===== src/hw/brc_pkg.sv =====
// constants for the regulator control register bank
package brc_pkg;
  // register offsets
  localparam logic [7:0] OFS_SETPOINT = 8'h00;
  localparam logic [7:0] OFS_CTRL1 = 8'h01;
  localparam logic [7:0] OFS_CTRL2 = 8'h02;
  localparam logic [7:0] OFS_CTRL3 = 8'h03;
  localparam logic [7:0] OFS_STATUS = 8'h04;
  // first control register fields
  localparam int unsigned C1_RESET_BIT = 7;
  localparam int unsigned C1_SSC_BIT = 6;
  localparam int unsigned C1_SW_BIT = 5;
  localparam int unsigned C1_FPWM_BIT = 4;
  localparam int unsigned C1_DISCH_BIT = 3;
  localparam int unsigned C1_HICCUP_BIT = 2;
  localparam int unsigned C1_RAMP_LSB = 0;
  // second and third control register fields
  localparam int unsigned C2_RANGE_LSB = 2;
  localparam int unsigned C2_SST_LSB = 0;
  localparam int unsigned C3_SINGLE_BIT = 1;
  localparam int unsigned C3_PGBLNK_BIT = 0;
  // reset values and writable masks
  localparam logic [7:0] CTRL1_RESET = 8'h2a;
  localparam logic [7:0] CTRL1_MASK = 8'h7f;
  localparam logic [7:0] CTRL2_RESET = 8'h09;
  localparam logic [7:0] CTRL2_MASK = 8'h0f;
  localparam logic [7:0] CTRL3_RESET = 8'h00;
  localparam logic [7:0] CTRL3_MASK = 8'h03;
  localparam logic [7:0] STATUS_RESET = 8'h02;
  localparam logic [7:0] UNMAPPED_READ = 8'h00;
  // retention threshold, handled by an analog comparator outside
  localparam int unsigned RETENTION_MV = 1400;
  // setpoint arithmetic in microvolts
  localparam int unsigned TARGET_W = 22;
  localparam logic [21:0] BASE_LOW_UV = 22'h061a80;
  localparam logic [21:0] BASE_HIGH_UV = 22'h0c3500;
  localparam logic [21:0] STEP_R0_UV = 22'h0004e2;
  localparam logic [21:0] STEP_R1_UV = 22'h0009c4;
  localparam logic [21:0] STEP_R2_UV = 22'h001388;
  localparam logic [21:0] STEP_R3_UV = 22'h002710;
  // slew rates in microvolts per microsecond
  localparam int unsigned RAMP_W = 14;
  localparam logic [13:0] RAMP_SEL0_UV = 14'h2710;
  localparam logic [13:0] RAMP_SEL1_UV = 14'h1388;
  localparam logic [13:0] RAMP_SEL2_UV = 14'h04e2;
  localparam logic [13:0] RAMP_SEL3_UV = 14'h01f4;
  // serial target
  localparam int unsigned BITS_PER_BYTE = 8;
  localparam logic [3:0] ACK_SLOT = 4'h8;
  typedef enum logic [2:0] {
    ST_IDLE, ST_ADDR, ST_REG, ST_WR, ST_RD
  } brc_state_type;
endpackage


===== src/hw/brc_sync2.sv =====
// two flip-flop synchroniser for asynchronous levels
`timescale 1ns/1ps
module brc_sync2 #(
  parameter int unsigned WIDTH = 1
) (
  input wire logic clock,
  input wire logic rstn,
  input wire logic [WIDTH-1:0] async_in,
  output logic [WIDTH-1:0] sync_out
);
  logic [WIDTH-1:0] meta_reg;
  logic [WIDTH-1:0] sync_reg;

  if (WIDTH < 1) begin : g_bad_width
    $error("brc_sync2 needs WIDTH of at least 1");
  end

  // first stage feeds only the second stage
  always_ff @(posedge clock or negedge rstn) begin
    if (!rstn) begin
      meta_reg <= '0;
      sync_reg <= '0;
    end else begin
      meta_reg <= async_in;
      sync_reg <= meta_reg;
    end
  end

  assign sync_out = sync_reg;
endmodule // brc_sync2


===== src/hw/brc_setpoint.sv =====
// converts setpoint code, range and slew select to microvolt figures
`timescale 1ns/1ps
module brc_setpoint import brc_pkg::*; (
  input wire logic clock,
  input wire logic rstn,
  input wire logic [7:0] setpoint_code,
  input wire logic [1:0] voltage_range,
  input wire logic [1:0] ramp_rate_select,
  output logic [TARGET_W-1:0] target_uv,
  output logic [RAMP_W-1:0] ramp_uv_per_us
);
  logic [TARGET_W-1:0] target_reg;
  logic [TARGET_W-1:0] target_next;
  logic [RAMP_W-1:0] ramp_reg;
  logic [RAMP_W-1:0] ramp_next;
  logic [TARGET_W-1:0] base_uv;
  logic [TARGET_W-1:0] step_uv;

  always_comb begin
    base_uv = BASE_LOW_UV;
    case (voltage_range)
      2'h0: step_uv = STEP_R0_UV;
      2'h1: step_uv = STEP_R1_UV;
      2'h2: step_uv = STEP_R2_UV;
      default: begin
        step_uv = STEP_R3_UV;
        base_uv = BASE_HIGH_UV;
      end
    endcase
    // widest case 3.35 V still fits the 22-bit product
    target_next = base_uv + TARGET_W'(setpoint_code) * step_uv;
    case (ramp_rate_select)
      2'h0: ramp_next = RAMP_SEL0_UV;
      2'h1: ramp_next = RAMP_SEL1_UV;
      2'h2: ramp_next = RAMP_SEL2_UV;
      default: ramp_next = RAMP_SEL3_UV;
    endcase
  end

  always_ff @(posedge clock or negedge rstn) begin
    if (!rstn) begin
      target_reg <= '0;
      ramp_reg <= '0;
    end else begin
      target_reg <= target_next;
      ramp_reg <= ramp_next;
    end
  end

  assign target_uv = target_reg;
  assign ramp_uv_per_us = ramp_reg;
endmodule // brc_setpoint


===== src/hw/brc_regs.sv =====
// serial target and register bank of the step-down regulator
`timescale 1ns/1ps
// Functional notes
// - supply below retention level returns every register to default
// - writing one to self-reset restores defaults and starts up afresh
// - self-reset bit always reads as zero
// - registers exist only at offsets 0 to 4; others are reserved
// - target is 0.4 V plus code times step, range 4 from 0.8 V
// - setpoint reset value comes from the strap pin at power-up
// - spread spectrum only while its bit is one; resets to zero
// - clearing switching bit stops switching, keeps registers, resets to one
// - forced PWM when bit set, mode pin high or sync clock present
// - output discharge only while its bit is one; resets to one
// - hiccup only when its bit is one; resets zero; not when stacked (here the bit is obeyed as written)
// - two-bit slew select gives 10, 5, 1.25, 0.5 mV/us, resets 1.25
// - first control register sits at offset 1 and resets to 2Ah
// - on mode needs enable pin, switching bit, no shutdown, no lockout
// - reads outside the map return 00h
// - written byte commits on the falling edge ending its acknowledge
module brc_regs import brc_pkg::*; #(
  parameter logic [4:0] TARGET_ADDR_HIGH = 5'h10,
  parameter logic [7:0] SETPOINT_STRAP0 = 8'h00,
  parameter logic [7:0] SETPOINT_STRAP1 = 8'h40,
  parameter logic [7:0] SETPOINT_STRAP2 = 8'h80,
  parameter logic [7:0] SETPOINT_STRAP3 = 8'hc0
) (
  input wire logic clock,
  input wire logic rstn,
  input wire logic scl_in,
  input wire logic sda_in,
  output logic sda_out,
  output logic sda_oe_n,
  input wire logic supply_below_retention,
  input wire logic enable_pin,
  input wire logic thermal_shutdown,
  input wire logic overvoltage_lockout,
  input wire logic mode_pin_high,
  input wire logic mode_sync_clock,
  input wire logic [1:0] start_voltage_select_pin,
  input wire logic event_hiccup,
  input wire logic event_current_limit,
  input wire logic event_thermal_warning,
  input wire logic event_thermal_shutdown,
  input wire logic event_power_bad_under,
  input wire logic event_power_bad_over,
  output logic switching_on,
  output logic spread_spectrum_on,
  output logic forced_pwm_on,
  output logic discharge_on,
  output logic hiccup_on,
  output logic [1:0] ramp_rate_select,
  output logic [1:0] voltage_range,
  output logic [1:0] soft_start_time,
  output logic single_operation,
  output logic power_good_blanking,
  output logic [7:0] setpoint_code,
  output logic [TARGET_W-1:0] target_uv,
  output logic [RAMP_W-1:0] ramp_uv_per_us,
  output logic startup_request
);
  localparam int unsigned SYNC_W = 16;

  logic [SYNC_W-1:0] pins_sync;
  logic scl_s;
  logic sda_s;
  logic retention_low;
  logic enable_s;
  logic tshut_s;
  logic overvoltage_lockout_s;
  logic mode_high_s;
  logic mode_sync_s;
  logic [1:0] strap_s;
  logic [5:0] events_s;

  brc_sync2 #(
    .WIDTH(SYNC_W)
  ) u_sync (
    .clock(clock),
    .rstn(rstn),
    .async_in({event_hiccup, event_current_limit, event_thermal_warning,
               event_thermal_shutdown, event_power_bad_under, event_power_bad_over,
               start_voltage_select_pin, mode_sync_clock, mode_pin_high,
               overvoltage_lockout, thermal_shutdown, enable_pin,
               supply_below_retention, sda_in, scl_in}),
    .sync_out(pins_sync)
  );

  assign scl_s = pins_sync[0];
  assign sda_s = pins_sync[1];
  assign retention_low = pins_sync[2];
  assign enable_s = pins_sync[3];
  assign tshut_s = pins_sync[4];
  assign overvoltage_lockout_s = pins_sync[5];
  assign mode_high_s = pins_sync[6];
  assign mode_sync_s = pins_sync[7];
  assign strap_s = pins_sync[9:8];
  assign events_s = pins_sync[15:10];

  // register state
  logic [7:0] setpoint_reg, setpoint_next;
  logic [7:0] ctrl1_reg, ctrl1_next;
  logic [7:0] ctrl2_reg, ctrl2_next;
  logic [7:0] ctrl3_reg, ctrl3_next;
  logic [7:0] status_reg, status_next;
  logic [1:0] strap_reg, strap_next;
  logic [1:0] strap_done_reg, strap_done_next;
  logic startup_reg, startup_next;
  logic switching_reg, switching_next;

  // serial target state
  brc_state_type state_reg, state_next;
  logic [3:0] bit_cnt_reg, bit_cnt_next;
  logic ack_phase_reg, ack_phase_next;
  logic [7:0] shift_reg, shift_next;
  logic [7:0] rd_shift_reg, rd_shift_next;
  logic [7:0] ptr_reg, ptr_next;
  logic drive_low_reg, drive_low_next;
  logic rw_reg, rw_next;
  logic nack_reg, nack_next;
  logic scl_prev_reg, sda_prev_reg;
  logic scl_rise, scl_fall, start_cond, stop_cond;
  logic wr_commit, status_read;
  logic [7:0] rd_byte;

  // read view of the map; unmapped offsets read zero
  function automatic logic [7:0] read_map(input logic [7:0] ofs);
    case (ofs)
      OFS_SETPOINT: read_map = setpoint_reg;
      OFS_CTRL1: read_map = ctrl1_reg & CTRL1_MASK;
      OFS_CTRL2: read_map = ctrl2_reg & CTRL2_MASK;
      OFS_CTRL3: read_map = ctrl3_reg & CTRL3_MASK;
      OFS_STATUS: read_map = status_reg;
      default: read_map = UNMAPPED_READ;
    endcase
  endfunction

  function automatic logic [7:0] strap_setpoint(input logic [1:0] s);
    case (s)
      2'h0: strap_setpoint = SETPOINT_STRAP0;
      2'h1: strap_setpoint = SETPOINT_STRAP1;
      2'h2: strap_setpoint = SETPOINT_STRAP2;
      default: strap_setpoint = SETPOINT_STRAP3;
    endcase
  endfunction

  assign scl_rise = scl_s & ~scl_prev_reg;
  assign scl_fall = ~scl_s & scl_prev_reg;
  assign start_cond = scl_s & scl_prev_reg & sda_prev_reg & ~sda_s;
  assign stop_cond = scl_s & scl_prev_reg & ~sda_prev_reg & sda_s;

  always_comb begin
    state_next = state_reg;
    bit_cnt_next = bit_cnt_reg;
    ack_phase_next = ack_phase_reg;
    shift_next = shift_reg;
    rd_shift_next = rd_shift_reg;
    ptr_next = ptr_reg;
    drive_low_next = drive_low_reg;
    rw_next = rw_reg;
    nack_next = nack_reg;
    wr_commit = 1'b0;
    status_read = 1'b0;
    rd_byte = read_map(ptr_reg);
    if (retention_low) begin
      state_next = ST_IDLE;
      drive_low_next = 1'b0;
    end else if (start_cond) begin
      state_next = ST_ADDR;
      bit_cnt_next = 4'h0;
      ack_phase_next = 1'b0;
      drive_low_next = 1'b0;
    end else if (stop_cond) begin
      state_next = ST_IDLE;
      drive_low_next = 1'b0;
    end else if (state_reg != ST_IDLE) begin
      if (scl_rise) begin
        if (!ack_phase_reg && bit_cnt_reg < ACK_SLOT) begin
          shift_next = {shift_reg[6:0], sda_s};
          bit_cnt_next = bit_cnt_reg + 4'h1;
        end else if (ack_phase_reg && state_reg == ST_RD) begin
          nack_next = sda_s;
        end
      end else if (scl_fall) begin
        if (!ack_phase_reg && bit_cnt_reg == ACK_SLOT) begin
          ack_phase_next = 1'b1;
          drive_low_next = 1'b0;
          case (state_reg)
            ST_ADDR: begin
              rw_next = shift_reg[0];
              if (shift_reg[7:1] == {TARGET_ADDR_HIGH, strap_reg}) begin
                drive_low_next = 1'b1;
              end else begin
                state_next = ST_IDLE;
              end
            end
            ST_REG: drive_low_next = 1'b1;
            ST_WR: drive_low_next = 1'b1;
            default: drive_low_next = 1'b0;
          endcase
        end else if (ack_phase_reg) begin
          ack_phase_next = 1'b0;
          bit_cnt_next = 4'h0;
          drive_low_next = 1'b0;
          case (state_reg)
            ST_ADDR: begin
              if (rw_reg) begin
                state_next = ST_RD;
                rd_shift_next = rd_byte;
                drive_low_next = ~rd_byte[7];
                status_read = (ptr_reg == OFS_STATUS);
              end else begin
                state_next = ST_REG;
              end
            end
            ST_REG: begin
              ptr_next = shift_reg;
              state_next = ST_WR;
            end
            ST_WR: begin
              // commit as the acknowledge clock falls
              wr_commit = 1'b1;
              ptr_next = ptr_reg + 8'h01;
            end
            ST_RD: begin
              if (nack_reg) begin
                state_next = ST_IDLE;
              end else begin
                // pointer advances only once the byte was acknowledged
                ptr_next = ptr_reg + 8'h01;
                rd_shift_next = read_map(ptr_reg + 8'h01);
                drive_low_next = ~rd_shift_next[7];
                status_read = (ptr_reg + 8'h01 == OFS_STATUS);
              end
            end
            default: state_next = ST_IDLE;
          endcase
        end else if (state_reg == ST_RD && bit_cnt_reg != 4'h0) begin
          rd_shift_next = {rd_shift_reg[6:0], 1'b0};
          drive_low_next = ~rd_shift_next[7];
        end else if (state_reg == ST_RD) begin
          drive_low_next = ~rd_shift_reg[7];
        end
      end
    end
  end

  always_ff @(posedge clock or negedge rstn) begin
    if (!rstn) begin
      state_reg <= ST_IDLE;
      bit_cnt_reg <= 4'h0;
      ack_phase_reg <= 1'b0;
      shift_reg <= 8'h00;
      rd_shift_reg <= 8'h00;
      ptr_reg <= 8'h00;
      drive_low_reg <= 1'b0;
      rw_reg <= 1'b0;
      nack_reg <= 1'b0;
      scl_prev_reg <= 1'b1;
      sda_prev_reg <= 1'b1;
    end else begin
      state_reg <= state_next;
      bit_cnt_reg <= bit_cnt_next;
      ack_phase_reg <= ack_phase_next;
      shift_reg <= shift_next;
      rd_shift_reg <= rd_shift_next;
      ptr_reg <= ptr_next;
      drive_low_reg <= drive_low_next;
      rw_reg <= rw_next;
      nack_reg <= nack_next;
      scl_prev_reg <= scl_s;
      sda_prev_reg <= sda_s;
    end
  end

  always_comb begin
    setpoint_next = setpoint_reg;
    ctrl1_next = ctrl1_reg;
    ctrl2_next = ctrl2_reg;
    ctrl3_next = ctrl3_reg;
    strap_next = strap_reg;
    strap_done_next = strap_done_reg;
    startup_next = 1'b0;
    // read clears the flags, but an event in the same cycle still lands
    status_next = (status_read ? 8'h00 : status_reg) | {2'b00, events_s};
    if (retention_low) begin
      // strap is caught again once the supply returns
      setpoint_next = 8'h00;
      ctrl1_next = CTRL1_RESET;
      ctrl2_next = CTRL2_RESET;
      ctrl3_next = CTRL3_RESET;
      status_next = STATUS_RESET;
      strap_done_next = 2'h2;
    end else if (strap_done_reg != 2'h3) begin
      strap_next = strap_s;
      setpoint_next = strap_setpoint(strap_s);
      strap_done_next = strap_done_reg + 2'h1;
      startup_next = (strap_done_reg == 2'h2);
    end else if (wr_commit) begin
      case (ptr_reg)
        OFS_SETPOINT: setpoint_next = shift_reg;
        OFS_CTRL1: begin
          if (shift_reg[C1_RESET_BIT]) begin
            // defaults from the strap held since power-up
            setpoint_next = strap_setpoint(strap_reg);
            ctrl1_next = CTRL1_RESET;
            ctrl2_next = CTRL2_RESET;
            ctrl3_next = CTRL3_RESET;
            status_next = STATUS_RESET | {2'b00, events_s};
            startup_next = 1'b1;
          end else begin
            ctrl1_next = shift_reg & CTRL1_MASK;
          end
        end
        OFS_CTRL2: ctrl2_next = shift_reg & CTRL2_MASK;
        OFS_CTRL3: ctrl3_next = shift_reg & CTRL3_MASK;
        default: setpoint_next = setpoint_reg;
      endcase
    end
    switching_next = (&strap_done_reg) & enable_s & ctrl1_reg[C1_SW_BIT]
                     & ~tshut_s & ~overvoltage_lockout_s;
  end

  always_ff @(posedge clock or negedge rstn) begin
    if (!rstn) begin
      setpoint_reg <= 8'h00;
      ctrl1_reg <= CTRL1_RESET;
      ctrl2_reg <= CTRL2_RESET;
      ctrl3_reg <= CTRL3_RESET;
      status_reg <= STATUS_RESET;
      strap_reg <= 2'h0;
      strap_done_reg <= 2'h0;
      startup_reg <= 1'b0;
      switching_reg <= 1'b0;
    end else begin
      setpoint_reg <= setpoint_next;
      ctrl1_reg <= ctrl1_next;
      ctrl2_reg <= ctrl2_next;
      ctrl3_reg <= ctrl3_next;
      status_reg <= status_next;
      strap_reg <= strap_next;
      strap_done_reg <= strap_done_next;
      startup_reg <= startup_next;
      switching_reg <= switching_next;
    end
  end

  brc_setpoint u_setpoint (
    .clock(clock),
    .rstn(rstn),
    .setpoint_code(setpoint_reg),
    .voltage_range(ctrl2_reg[C2_RANGE_LSB +: 2]),
    .ramp_rate_select(ctrl1_reg[C1_RAMP_LSB +: 2]),
    .target_uv(target_uv),
    .ramp_uv_per_us(ramp_uv_per_us)
  );

  // open drain: only ever pulls low
  assign sda_out = 1'b0;
  assign sda_oe_n = ~drive_low_reg;
  // no enable delay on resume: switching follows the bit directly
  assign switching_on = switching_reg;
  assign spread_spectrum_on = ctrl1_reg[C1_SSC_BIT];
  assign forced_pwm_on = ctrl1_reg[C1_FPWM_BIT] | mode_high_s | mode_sync_s;
  assign discharge_on = ctrl1_reg[C1_DISCH_BIT];
  // stacked use is the controller's concern; the bit is obeyed as written
  assign hiccup_on = ctrl1_reg[C1_HICCUP_BIT];
  assign ramp_rate_select = ctrl1_reg[C1_RAMP_LSB +: 2];
  assign voltage_range = ctrl2_reg[C2_RANGE_LSB +: 2];
  assign soft_start_time = ctrl2_reg[C2_SST_LSB +: 2];
  assign single_operation = ctrl3_reg[C3_SINGLE_BIT];
  assign power_good_blanking = ctrl3_reg[C3_PGBLNK_BIT];
  assign setpoint_code = setpoint_reg;
  // fresh start-up; controller holds off writes for the enable delay
  assign startup_request = startup_reg;
endmodule // brc_regs


===== config.mk =====
export PLATFORM = sky130hd
export DESIGN_NAME = brc_regs
export DESIGN_NICKNAME = d
export VERILOG_FILES = /design/src/hw/brc_pkg.sv /design/src/hw/brc_sync2.sv /design/src/hw/brc_setpoint.sv /design/src/hw/brc_regs.sv
export SDC_FILE = /design/constraint.sdc
export NUM_CORES = 1
export LEC_CHECK = 0
export BUFFER_PORTS_ARGS = -buffer_cell sky130_fd_sc_hd__buf_2
export CAP_MARGIN = 10
export CORE_UTILIZATION = 25
export DETAILED_ROUTE_END_ITERATION = 8
export GPL_TIMING_DRIVEN = 0
export PLACE_DENSITY = 0.37
export SLEW_MARGIN = 20
export SYNTH_ARGS = -nofsm -noshare
export SYNTH_HDL_FRONTEND = slang
export SYNTH_SLANG_ARGS = --single-unit

===== constraint.sdc =====
create_clock -name clock -period 16.23 [get_ports clock]
set_input_delay 2.4345 -clock clock [delete_from_list [all_inputs] [get_ports clock]]
set_output_delay 2.4345 -clock clock [all_outputs]
set_load 0.005 [all_outputs]

==> metrics.md <==
| Metric | Value |
|---|---|
| Async SR Flop Fraction | `100%` |
| Max-cap viol count | `0` |
| Syn avg cell area | `10.0 sq um` |
| Total track usage | `15.0%` |
| Row cnt | `71` |
| Wl on met1 | `14.6 mm` |
| Period minus WS final | `6.23 ns` |
| CTS Buf Count | `17` |
| CTS tree | `done` |
| Pins Over Slew Limit | `0` |
| Routed wl met3 | `1.28 mm` |
| Hold Path Class | `register to register` |
| RSZ-0062 raised after global routing | `no` |
| Initial antenna violation count | `0` |
| PortBufs | `73` |
| Pin count of the biggest net entering global routing | `87` |
| Final layout net count | `1208` |
| Residual DRC | `0` |
| Status | `finished clean` |
| Mapped Area | `9560 sq um` |
| Met2 WL | `11.6 mm` |
| Critical path capture point type | `register` |
| Seq/Total Area, Yosys | `35.4%` |
| Buf/Inv on CP | `4` |
| Clk buf depth | `2` |
| Total gr overflow | `0` |
| Drt pass-1 iters | `5` |
| Gpl congestion | `0.798` |
| Worst Path Required | `16.56 ns` |
| Syn Inst Count | `955` |
| WP data arrival | `6.55 ns` |
| Final instance area | `11300 sq um` |
| Max VDD drop | `0.0797 mV` |
| Die area | `39000 sq um` |
| Slowest stage delay, CP | `0.72 ns` |
| Setup TNS | `0 ns` |
| Most common flop cell mapped by yosys | `dfrtp_1` |
| Share of the synthesized area in the top cell type | `33.2%` |
| Core area | `37700 sq um` |
| Post-DRT Antenna Nets | `0` |
| Post-CTS setup buffers | `0` |
| Max reg flops | `21` |
| Yosys reg bits | `135` |
| Leakage | `5.34 nW` |
| Endpoints failing hold | `0` |
| Htree depth | `4` |
| Top delay family on crit path | `adder cells` |
| Vias in the first global route | `7098` |
| CP dominant cell by count | `fa_1` |
| CTS resizes | `0` |
| # hold bufs at CTS | `0` |
| Setup-failing EPs final | `0` |
| Worst-Skew Late Latency | `0.45 ns` |
| Post-synth EDFFs | `0` |
| Maximum clock rate | `161 MHz` |
| WS Path Type | `register to register` |
| Startpoint types | `register` |
| Vias/cell | `4.58` |
| Skew final | `0.00975 ns` |
| Synth top area cells | `dfrtp_1, fa_1, ha_1` |
| Highest routed layer | `met4` |
| Global-route wire length before repair | `43.7 mm` |
| Netlist cell types | `73` |
| Die W | `198 um` |
| Layout cells sized above 1 | `15.4%` |
| Slew margin rel. | `47.5%` |
| Clk slew on worst S/H paths | `0.06 ns` |
| Synth area leader | `dfrtp_1` |
| Fin crit share | `38.4%` |
| # IOs | `78` |
| Area grow syn2layout | `17.7%` |
| Slowest CP cell | `dfstp_2` |
| Slew @ Worst Pin | `0.786 ns` |
| Power Density | `96.1 nW/um^2` |
| Via count | `7218` |
| Initial core utilization | `25.4%` |
| Root buffer cell | `clkbuf_16` |
| Die Y | `198 um` |
| DPL Wire Length | `21.3 mm` |
| Worst-path maximum fanout | `10` |
| Total wire length | `27.9 mm` |
| Clock Sinks | `135` |
| DRT iter0 DRCs | `523` |
| Critical path, cell by cell | `clkbuf_1, inv_1, ha_1, and2_1, fa_1, inv_1, fa_1, fa_1, fa_1, inv_1, ha_1, nor2b_1, o31a_1, o211a_1, o211a_1, or4_1, o311ai_0` |
| Dpl cell area | `10600 sq um` |
| Drt wl/cell | `17.7 um` |
| Synth warn | `0` |
## final timing paths
path / startpoint / to / slack (ns) / cells past startpoint
max in group asynchronous: rstn / ctrl1_reg[5] / 13.52 / 2
worst min-delay path: u_sync.meta_reg[9] / u_sync.sync_out[9] / 0.35 / 0
worst min register to register: u_sync.meta_reg[9] / u_sync.sync_out[9] / 0.35 / 0
worst max register to register: ctrl2_reg[3] / u_setpoint.target_uv[17] / 10.00 / 17
min in group asynchronous: rstn / bit_cnt_reg[0] / 1.89 / 1
worst max-delay path: ctrl2_reg[3] / u_setpoint.target_uv[17] / 10.00 / 17
## layout by cell type, fill, tap and decap left out, drive strengths merged, types with 9 or more instances in the layout
| cell type | netlist | routed |
|---|---|---|
| nor2 | 60 | 60 |
| nand2 | 68 | 68 |
| a22oi | 13 | 13 |
| nor2b | 21 | 21 |
| fa | 74 | 74 |
| mux2 | 13 | 13 |
| buf | 19 | 93 |
| dfrtp | 127 | 127 |
| and2 | 31 | 31 |
| nor3 | 15 | 15 |
| xnor2 | 14 | 14 |
| a211oi | 10 | 10 |
| ha | 65 | 65 |
| a31oi | 9 | 9 |
| clkbuf | 29 | 48 |
| inv | 127 | 132 |
| nand2b | 14 | 14 |
| nand3 | 16 | 16 |
| a21oi | 44 | 44 |
| a22o | 17 | 17 |
| o21ai | 36 | 36 |
## synth_stat cells (5+ instances only)
library cell / number
o21ai_1: 5
nand3_1: 16
buf_2: 9
dfrtp_1: 127
nand4_1: 7
a222oi_1: 5
nand2_1: 68
xor2_1: 5
o21ai_0: 31
a21o_1: 8
a211oi_1: 8
inv_1: 127
xnor2_1: 14
a22o_1: 17
nor2_1: 60
nand2b_1: 14
o22a_1: 6
and2_1: 31
a21oi_1: 44
and3_1: 7
buf_4: 9
ha_1: 65
a31oi_1: 8
clkbuf_1: 29
mux2_2: 13
nand3b_1: 8
dfstp_2: 8
a22oi_1: 13
fa_1: 74
nor3_1: 13
nor2b_1: 21
o31ai_1: 6
## kinds of logic after synthesis
family	count (synthesis)	synth area share (%)
simple gates	267	14.4
compound gates	203	15.2
buf+inv	175	7.42
fa+ha+maj	139	24.0
flops	135	35.4
xor+xnor	19	1.74
mux	16	1.84
other cells	1	0.0392
## through the flow
stage	total power [mW]	hold WS (ns)	worst slack (ns)	cells	util (%)
finish	1.08	0.346	10.00	1576	29.9
global route	1.15	0.353	9.66	1575	29.9
CTS	1.10	0.349	9.92	1575	29.9
detailed placement	0.659	0.335	9.95	1543	28.2
global placement	0.658	0.333	9.90	1542	28.1
floorplan	0.567	0.331	11.01	958	-
## layer usage
metal	vias up	global-route usage, %
met2	161	20.9
met5	-	0
li1	3417	-
met1	3616	23.1
met4	0	4.54
met3	24	2.83
## power breakdown
part,switching [mW],internal (mW)
logic,0.151,0.101
clock network,0.170,0.263
registers,0.0296,0.367
total,0.350,0.731
## layout make-up
cell class                 instances  area (sq um)
fill                            4038         26400
multi-input combinational        648          5480
sequential                       135          3390
tap                              511           639
inverter                         127           477
clock buffer                      19           443
timing repair buffer              74           403
buffer                            48           233
clock inverter                    13           189
antenna                            1          2.50
Power figures use the tool's default switching activity.
